## src/core/brac_params.svh

```systemverilog
// Overview of operation
// - request line 0 joins agent 0 pin a and agent 1 pin b, line 1 the opposite pair.
// - the level on pin a is captured when reset releases and kept as the agent id.
// - a bus request from the core is driven on pin a once the id is captured, whatever line it meets.
// - after the id is captured each agent drives pin a and only samples pin b, the same for either id.
// - the two-bit frequency select output shows 11 for the only supported 133 MHz bus.
// - every agent on the bus runs at one common bus frequency.
// - in differential clock mode the complement bus clock output is the pll reference input inverted.
`ifndef BRAC_PARAMS_SVH
`define BRAC_PARAMS_SVH

`define BRAC_FREQ_SEL_133    2'h3
`define BRAC_VID_TERMINATOR  5'h1f
`define BRAC_VID_W           5
`define BRAC_ID_RESET        1'h0

`endif

```

## src/core/brac_pkg.sv

```systemverilog
`default_nettype none
package brac_pkg;
    typedef enum logic [1:0] {
        BRAC_SOCKET_CORE,
        BRAC_SOCKET_TERM,
        BRAC_SOCKET_EMPTY
    } brac_socket_t;

    // pin levels are active low, as on the wire
    typedef struct packed {
        logic pin_a_n;
        logic pin_b_n;
    } brac_req_pins_t;
endpackage : brac_pkg
`default_nettype wire

```

## src/core/brac_top.sv

```systemverilog
`include "brac_params.svh"
`default_nettype none
module brac_top (
    // clock and reset
    input  wire logic                  CLK,
    input  wire logic                  RST,
    // core side
    input  wire logic                  BUS_REQ,
    input  wire logic                  DIFF_CLK_MODE,
    output logic                       AGENT_ID,
    output logic                       AGENT_ID_VALID,
    // request pins, open drain, active low
    input  wire brac_pkg::brac_req_pins_t REQ_PINS_IN,
    output logic                       BUS_REQUEST_PIN_A_OUT,
    output logic                       BUS_REQUEST_PIN_A_OE,
    output logic                       BUS_REQUEST_PIN_B_OUT,
    output logic                       BUS_REQUEST_PIN_B_OE,
    // configuration
    output logic [1:0]                 BUS_FREQ_SELECT,
    input  wire logic                  PLL_REFERENCE_INPUT,
    output logic                       BCLK_COMPLEMENT,
    output logic                       SOCKET_PRESENCE_OUT_N,
    // other agent's request seen on our pin b
    output logic                       PEER_REQ
);
    // request pin positions in the per pin vectors
    localparam int PIN_A = 0;
    localparam int PIN_B = 1;
    localparam int PINS  = 2;

    // synchroniser word: request pins above, pll reference in bit 0
    logic [2:0]               sync_d;
    logic [2:0]               sync_q;
    brac_pkg::brac_req_pins_t pins_s;
    logic                     ref_s;

    // id capture
    logic                     rst_d_r;
    logic                     capture;
    logic                     id_r;
    logic                     id_nxt;
    logic                     valid_r;
    logic                     valid_nxt;

    // request pins, open drain
    logic [PINS-1:0]          drive_r;
    logic [PINS-1:0]          drive_nxt;
    logic [PINS-1:0]          pin_out;

    // other agent's request
    logic                     peer_r;
    logic                     peer_nxt;

    // differential clock
    logic                     ref_r;
    logic                     ref_nxt;

    // pins and pll reference come from outside the clock domain
    assign sync_d = {REQ_PINS_IN, PLL_REFERENCE_INPUT};

    brac_sync #(
        .W (3)
    ) u_sync (
        .clk (CLK),
        .d   (sync_d),
        .q   (sync_q)
    );

    assign pins_s = sync_q[2:1];
    assign ref_s  = sync_q[0];

    // reset seen one edge late marks the first edge after release
    always_ff @(posedge CLK) begin
        rst_d_r <= RST;
    end

    assign capture = rst_d_r & ~RST;

    // capture on release
    // pin a level held by the central agent is through the sync by now
    always_comb begin
        id_nxt    = id_r;
        valid_nxt = valid_r;
        if (capture) begin
            id_nxt    = pins_s.pin_a_n;
            valid_nxt = 1'b1;
        end
    end

    always_ff @(posedge CLK) begin
        if (RST) begin
            id_r    <= `BRAC_ID_RESET;
            valid_r <= 1'b0;
        end else begin
            id_r    <= id_nxt;
            valid_r <= valid_nxt;
        end
    end

    // pin b is the other agent's line in our rotation
    always_comb begin
        drive_nxt        = '0;
        drive_nxt[PIN_A] = BUS_REQ & valid_r;
        drive_nxt[PIN_B] = 1'b0;
    end

    // open drain per pin: only ever pulls the wire low
    generate
        for (genvar gi = 0; gi < PINS; gi++) begin : g_pin
            always_ff @(posedge CLK) begin
                if (RST) begin
                    drive_r[gi] <= 1'b0;
                end else begin
                    drive_r[gi] <= drive_nxt[gi];
                end
            end

            assign pin_out[gi] = 1'b0;
        end
    endgenerate

    // other agent's request on pin b
    // ignored until the id is known, so a pin b held in reset is not a request
    assign peer_nxt = valid_r & ~pins_s.pin_b_n;

    always_ff @(posedge CLK) begin
        if (RST) begin
            peer_r <= 1'b0;
        end else begin
            peer_r <= peer_nxt;
        end
    end

    // differential clock
    // one clock domain only, so the complement is sampled, not used as a clock
    assign ref_nxt = DIFF_CLK_MODE & ~ref_s;

    always_ff @(posedge CLK) begin
        if (RST) begin
            ref_r <= 1'b0;
        end else begin
            ref_r <= ref_nxt;
        end
    end

    assign AGENT_ID              = id_r;
    assign AGENT_ID_VALID        = valid_r;
    assign BUS_REQUEST_PIN_A_OUT = pin_out[PIN_A];
    assign BUS_REQUEST_PIN_A_OE  = drive_r[PIN_A];
    assign BUS_REQUEST_PIN_B_OUT = pin_out[PIN_B];
    assign BUS_REQUEST_PIN_B_OE  = drive_r[PIN_B];

    assign BUS_FREQ_SELECT       = `BRAC_FREQ_SEL_133;
    assign BCLK_COMPLEMENT       = ref_r;

    // a core in the socket pulls presence low
    assign SOCKET_PRESENCE_OUT_N = 1'b0;
    assign PEER_REQ              = peer_r;
endmodule : brac_top
`default_nettype wire

```

## src/core/brac_sync.sv

```systemverilog
`include "brac_params.svh"
`default_nettype none
module brac_sync #(
    parameter int W = 1
) (
    // clock
    input  wire logic         clk,
    // data
    input  wire logic [W-1:0] d,
    output logic      [W-1:0] q
);
    logic [W-1:0] meta_r;

    // no reset: a level held through reset must already be through at release
    always_ff @(posedge clk) begin
        meta_r <= d;
        q      <= meta_r;
    end
endmodule : brac_sync
`default_nettype wire

```

## config.mk

```make
export PLATFORM = sky130hd
export DESIGN_NAME = brac_top
export DESIGN_NICKNAME = d
export VERILOG_FILES = /design/src/core/brac_pkg.sv /design/src/core/brac_top.sv /design/src/core/brac_sync.sv
export VERILOG_INCLUDE_DIRS = /design/src /design/src/core
export SDC_FILE = /design/constraint.sdc
export NUM_CORES = 1
export LEC_CHECK = 0
export BUFFER_PORTS_ARGS = -buffer_cell sky130_fd_sc_hd__buf_2
export CORE_AREA = 2 2 39 41
export CTS_CLUSTER_SIZE = 25
export DETAILED_ROUTE_END_ITERATION = 8
export DIE_AREA = 0 0 41 43
export PLACE_DENSITY_LB_ADDON = 0.3
export SYNTH_ARGS = -nofsm -noshare
export SYNTH_HDL_FRONTEND = slang
export SYNTH_HIERARCHICAL = 1
export SYNTH_SLANG_ARGS = --single-unit
```

## constraint.sdc

```tcl
create_clock -name CLK -period 1.4 [get_ports CLK]
set_input_delay 0.07 -clock CLK [delete_from_list [all_inputs] [get_ports CLK]]
set_output_delay 0.07 -clock CLK [all_outputs]
set_load 0.01 [all_outputs]
```

After elaboration in Yosys (flattened, before gate mapping)
Index checks and enable logic that the tools add are counted.
Widths: inputs -> output; s select.
Storage, ports and cells
  output and inout bits: 11
  bits of input ports: 7
  bits in latches: 0
  ROM bits: 0
  register bits: 12
  memories kept: 0
  memory bits (writable): 0
Cells by class
  shift operators: 0
  bitwise logic cells: 7
  multiply operators: 0
  equal/unequal tests: 0
  div/mod/pow operators: 0
  reduce and logical (&&, ||, !) cells: 0
  magnitude comparators: 0
  add/sub/neg operators: 0
  mux-type cells: 0
Operator list (count)
  $and 1x1->1: 4
  $not 1->1: 3

Longest topological paths before layout
Gate-level depths: netlist of run 1.
  depth in word-level cells: 2
  mapped depth: 2
  gate-level depth less buffers: 2

By module
The synthesis of run 1 kept the hierarchy.
Modules (own cells, without submodules)
  brac_top: area each 217.7 um^2, sequential area each 120.1 um^2, instances 1, cells an instance 21
  brac_sync: area each 120.1 um^2, sequential area each 120.1 um^2, instances 1, cells an instance 6

Worst setup path before layout of run 1
Ideal clock, no wire load.
  path kind: register -> register
  start point: register rst_d_r
  end point: register id_r (netlist: AGENT_ID)
  cell stages (with the launch flop): 3
  library setup time: 0.114 ns
  arrival: 0.531 ns
  slack: 0.755 ns
  clock period less this slack: 0.645 ns
  cells stage by stage: dfxtp_1 -> mux2i_1 -> nor2_1
On the way
  cells in the longest elaborated chain, start to end: 1
Ends and longest elaborated chain
  start, declared: line brac_top.sv:38  | logic rst_d_r;
  start signal, assigned: line brac_top.sv:74  | rst_d_r <= RST;
  $and 1x1->1: line brac_top.sv:77  | assign capture = rst_d_r & ~RST;
  end signal, assigned: line brac_top.sv:92  | id_r <= `BRAC_ID_RESET;
  end signal, assigned: line brac_top.sv:95  | id_r <= id_nxt;
  end, declared: line brac_top.sv:40  | logic id_r;
Every way passes these cells.
A chain may end at the register's enable or synchronous reset.

Worst setup path in the final report of run 1
  start point: register valid_r (netlist: AGENT_ID_VALID)
  end point: output port AGENT_ID_VALID
RTL lines
  start, declared: line brac_top.sv:42  | logic valid_r;
  start signal, assigned: line brac_top.sv:96  | valid_r <= valid_nxt;
  end, declared: line brac_top.sv:11  | output logic AGENT_ID_VALID,
No word-level cell between the ends.

==> impl_metrics.ini, run 1 <==
[drt]
drc = 0
viasPerCell = 3.18
drt-wirelength-per-cell_um = 6.87
dr.pass1.iters = 4
vias = 191
antenna_left = 0
drt_iter0_drc = 1
drt-total-wl_um = 412

[final_layout]
final_core_util = 0.332
num_antenna_cells = 0
nets = 52
layout-drive-gt1-share = 0.341
syn2layout_area_growth_pct = 35.9
fillers = 139

[timing]
finalCritPeriodShare = 0.596
rsz0062_at_grt = no
finalHoldViolCount = 0
fin_setup_tns_ns = 0
report.final.slew_viol_count = 0
skew_ns = 0.000513
setup_viol = 0
fmaxAchievable_mhz = 1200
period_needed_ns = 0.834

[worst_setup_path]
endpoint_kind = primary output
cp_max_fo = 4
slowest_stage = dfxtp_1
path_class = flop to primary output
cp_slowest_stage_delay_ns = 0.36
cp.arrival_ns = 0.76
cp_top_family = flip-flops
cp.required_ns = 1.33
path_cells = buf_2
cp_num_buf_inv = 1
cp-start-kind = flop

[synth]
ys.flop_type = dfxtp_1
synthCells = 27
synth-seq-cells = 12
synth_compound_area_frac = 0
ys_top_cells_by_count = dfxtp_1, buf_4, nor2_1, conb_1, nor3b_1
synth_fa_ha_area_frac = 0
synth_seq_area_share = 0.711
syn_avg_cell_area_um2 = 12.5
synth.distinct_cells = 7
post-synth-top-area-cell = dfxtp_1
synthArstFlopShare = 0
ys_warn_count = 6
synth_top_family_by_area = buffers and inverters
synth_xor_xnor_area_share = 0
synth_top_cell_area_share = 0.711
synth_edf_count = 0
synthSimpleGateAreaFrac = 0.104
synthMuxAreaShare = 0.0296
synth_most_common_cell = dfxtp_1
syn_area_um2 = 338
synth_area_leaders = dfxtp_1, buf_4, nor3b_1

[clock_tree]
cts_buffer_depth = 2
cts.sinks = 12
cts_tree = done
worstSkewPairLatency_ns = 0.26
clkTransAtPathRegs_ns = 0.07
htree_levels = 1
root_buffer = clkbuf_4
cts_buffers = 3
ctsResizeCount = 0

[grt]
grt_max_degree = 8
grt.met3_usage = 0.0890
grt_antenna_before_repair = 0
grt_overflow = 0
grt.met2_usage = 0.0719
first_global_vias = 163
grt_pass1_wl_um = 586
grt_busiest_layer = met3
grt_usage = 0.0597
use_met1 = 0.0428

[flow_run]
cap_viol_max_count = 0

[placement]
io_buffer_count = 11
gp_congestion = 0.568
dp_hpwl_um = 300

[die]
start_util = 0.244
num_rows = 14
core_mm2 = 0.00138
dieArea_mm2 = 0.00176
die_h_um = 43
die_x_um = 41
boundaryPins = 18

[power]
power.density_mw_per_mm2 = 1450
ir_drop_mv = 0.623
p_leak_nw = 0.228

[worst_hold_path]
hold_path_class = input port to flop

[status]
outcome = completed
[sequential cells by signal, summed over array words and instances, names as in the netlist]
| register | flops |
|---|---|
| AGENT_ID | 1 |
| AGENT_ID_VALID | 1 |
| BCLK_COMPLEMENT | 1 |
| BUS_REQUEST_PIN_A_OE | 1 |
| PEER_REQ | 1 |
| rst_d_r | 1 |
| u_sync/meta_r | 3 |
| u_sync/q | 3 |
[layer usage]
layer	up-vias	wire length, um
li1	106	-
met1	72	164
met2	13	165
met3	0	82
met4	0	0
met5	-	0
[stage by stage]
| stage | worst slack, ns | instances | instance area, um2 | total power [W] | hold slack [ns] |
|---|---|---|---|---|---|
| after floorplan | 0.755 | 31 | 353 | 0.000402 | 0.0977 |
| after global placement | 0.742 | 52 | 383 | 0.000406 | 0.172 |
| after detailed placement | 0.713 | 52 | 383 | 0.000407 | 0.174 |
| after CTS | 0.544 | 60 | 459 | 0.000682 | 0.0315 |
| after global routing | 0.512 | 60 | 459 | 0.000706 | 0.0414 |
| final | 0.566 | 60 | 459 | 0.000667 | 0.0379 |
[final cells by class]
type	count	area [um2]	share of cell area
clock buffer	4	36.3	0.0790
tap	16	20.0	0.0436
sequential	12	240	0.523
timing repair buffer	15	95.1	0.207
multi-input combinational	13	67.6	0.147
[report_power, final]
group / switching, W / internal (W)
Clock: 0.000103 / 0.000158
Sequential: 0.00000563 / 0.000359
Combinational: 0.0000196 / 0.0000223
[logic make-up after synthesis]
group,Yosys count
buf+inv,6
flops,12
mux,1
other cells,2
simple gates,6
[path summary, 6_finish.rpt]
check / start / endpoint / slack, ns / cells past startpoint
worst max-delay path: AGENT_ID_VALID / AGENT_ID_VALID / 0.57 / 1
worst min-delay path: BUS_REQ / BUS_REQUEST_PIN_A_OE / 0.04 / 2
worst max register to register: rst_d_r / AGENT_ID / 0.72 / 2
worst min register to register: u_sync/meta_r[0] / u_sync/q[0] / 0.33 / 0
[layout by cell type, fill, tap and decap left out]
cell type      Yosys  final
dfxtp_1           12     12
buf_2              0     11
conb_1             2      6
dlygate4sd3_1      0      4
nor2_1             3      3
clkbuf_4           0      3
nor3b_1            2      2
mux2i_1            1      1
and3b_1            1      1
clkbuf_8           0      1
[what timing repair did]
action / 4_1_cts / 5_1_grt
hold endpoints to repair: 4 / 0
setup buffers: 0 / 0
hold buffers: 4 / 0
Note: power is estimated with default switching activity, not from simulation.
==> run 2: changes to the inputs <==
==> constraint.sdc (replaced) <==
create_clock -name CLK -period 0.85 [get_ports CLK]
set_input_delay 0.0425 -clock CLK [delete_from_list [all_inputs] [get_ports CLK]]
set_output_delay 0.0425 -clock CLK [all_outputs]
set_load 0.01 [all_outputs]
==> impl_metrics.ini, run 2 (synthesis results as in run 1) <==
[worst_setup_path]
cp_max_fo = 4
slowest_stage = dfxtp_2
crit_path_start = AGENT_ID_VALID
endpoint = AGENT_ID_VALID
path_class = flop to primary output
r2r_cells = 2
cp.depth = 1
worstReg2RegEnd = AGENT_ID
cp.required_ns = 0.81
cp_num_buf_inv = 1
worst_r2r_startpoint = rst_d_r
cp_slowest_stage_delay_ns = 0.34
endpoint_kind = primary output
cp.arrival_ns = 0.73
cp_top_family = flip-flops
ff2ff_setup_slack_ns = 0.17
cp-start-kind = flop
path_cells = buf_2

[timing]
finalHoldViolCount = 0
fin_setup_tns_ns = 0
report.final.slew_viol_count = 0
skew_ns = 0.000323
setup_viol = 0
rsz0062_at_grt = no
fmaxAchievable_mhz = 1290
finalCritPeriodShare = 0.912
holdWs_ns = 0.00961
period_needed_ns = 0.775

[final_layout]
nets = 52
fillers = 138
layout-drive-gt1-share = 0.364
final_cell_mix = dfxtp_1, buf_2, conb_1, dlygate4sd3_1
multi_input_area_um2 = 67.6
register_area_um2 = 241
syn2layout_area_growth_pct = 36.3
num_antenna_cells = 0
top_regs = u_sync/meta_r (3), u_sync/q (3)
fin_cells = 60

[die]
dieArea_mm2 = 0.00176
start_util = 0.244
core_mm2 = 0.00138
num_rows = 14
die_x_um = 41
die_h_um = 43
boundaryPins = 18

[grt]
first_global_vias = 163
use_met1 = 0.0428
grt_pass1_wl_um = 586
grt_max_degree = 8
grt_overflow = 0
grt_usage = 0.0597
grt_antenna_before_repair = 0
grt.met2_usage = 0.0719
grt.met3_usage = 0.0890
grt_busiest_layer = met3

[power]
ir_drop_mv = 1.03
internal_power_w = 0.000888
p_sw_frac = 0.193
p_leak_nw = 0.228
pwr-share-comb = 0.063
p_sw_w = 0.000212
pwr-share-seq = 0.546
power_frac_clock = 0.391
power.density_mw_per_mm2 = 2390

[clock_tree]
cts.sinks = 12
cts_buffer_depth = 2
worstSkewPairLatency_ns = 0.26
cts_setup_buffers = 0
htree_levels = 1
cts_tree = done
cts_buffers = 3
root_buffer = clkbuf_4
clkTransAtPathRegs_ns = 0.07

[placement]
placed_cells = 52
gp_congestion = 0.568
dp_hpwl_um = 300
io_buffer_count = 11

[drt]
dr.pass1.iters = 4
drc = 0
antenna_left = 0
drt-total-wl_um = 411
drt-wirelength-per-cell_um = 6.85
drt_iter0_drc = 1
vias = 189
viasPerCell = 3.15

[worst_hold_path]
hold_path_class = input port to flop

[flow_run]
cap_viol_max_count = 0

[status]
outcome = completed
==> run 2: cell count changes in the layout (fill, tap and decap cells not counted) <==
cell     change
dfxtp_1      -1
dfxtp_2      +1
==> run 2: cell type report <==
cell class	instances	area share
clock buffers	4	0.0788
multi-input cells	13	0.147
well taps	16	0.0435
flip-flops and latches	12	0.524
repair buffers	15	0.207
==> run 2: power by group through the flow <==
stage          sequential [W]  clock, W  combinational [W]
2_1_floorplan        0.000619         0          0.0000430
3_3_place_gp         0.000614         0          0.0000553
3_5_place_dp         0.000614         0          0.0000555
4_1_cts              0.000601  0.000452          0.0000694
5_1_grt              0.000604  0.000484          0.0000755
6_report             0.000601  0.000431          0.0000690
==> run 2: worst min-delay path by stage <==
stage	startpoint	to	cells after the start
2_1_floorplan	RST	rst_d_r	0
3_3_place_gp	PLL_REFERENCE_INPUT	u_sync/meta_r[0]	1
3_5_place_dp	REQ_PINS_IN[0]	u_sync/meta_r[1]	1
4_1_cts	BUS_REQ	BUS_REQUEST_PIN_A_OE	2
5_1_grt	BUS_REQ	BUS_REQUEST_PIN_A_OE	2
6_report	BUS_REQ	BUS_REQUEST_PIN_A_OE	2
==> run 2: repair_timing <==
action	in CTS	in global routing
gates resized for setup	0	1
hold buffers	4	0
setup endpoints to repair	0	1
hold endpoints to repair	5	0
==> run 2: metrics by stage <==
step,utilization,area (um2),setup WS (ns),power (W)
global placement,0.277,383,0.192,0.000669
detailed placement,0.277,383,0.163,0.000670
finish,0.333,460,0.0750,0.00110
global route,0.333,460,0.0311,0.00116
floorplan,-,353,0.205,0.000662
CTS,0.332,459,0.0215,0.00112
==> run 2: metal layers <==
metal  wire (um)  vias up  share of wire
li1            -      106              -
met1         169       70           0.41
met2         159       13           0.39
met3          82        0           0.20
met4           0        0              0
met5           0        -              0
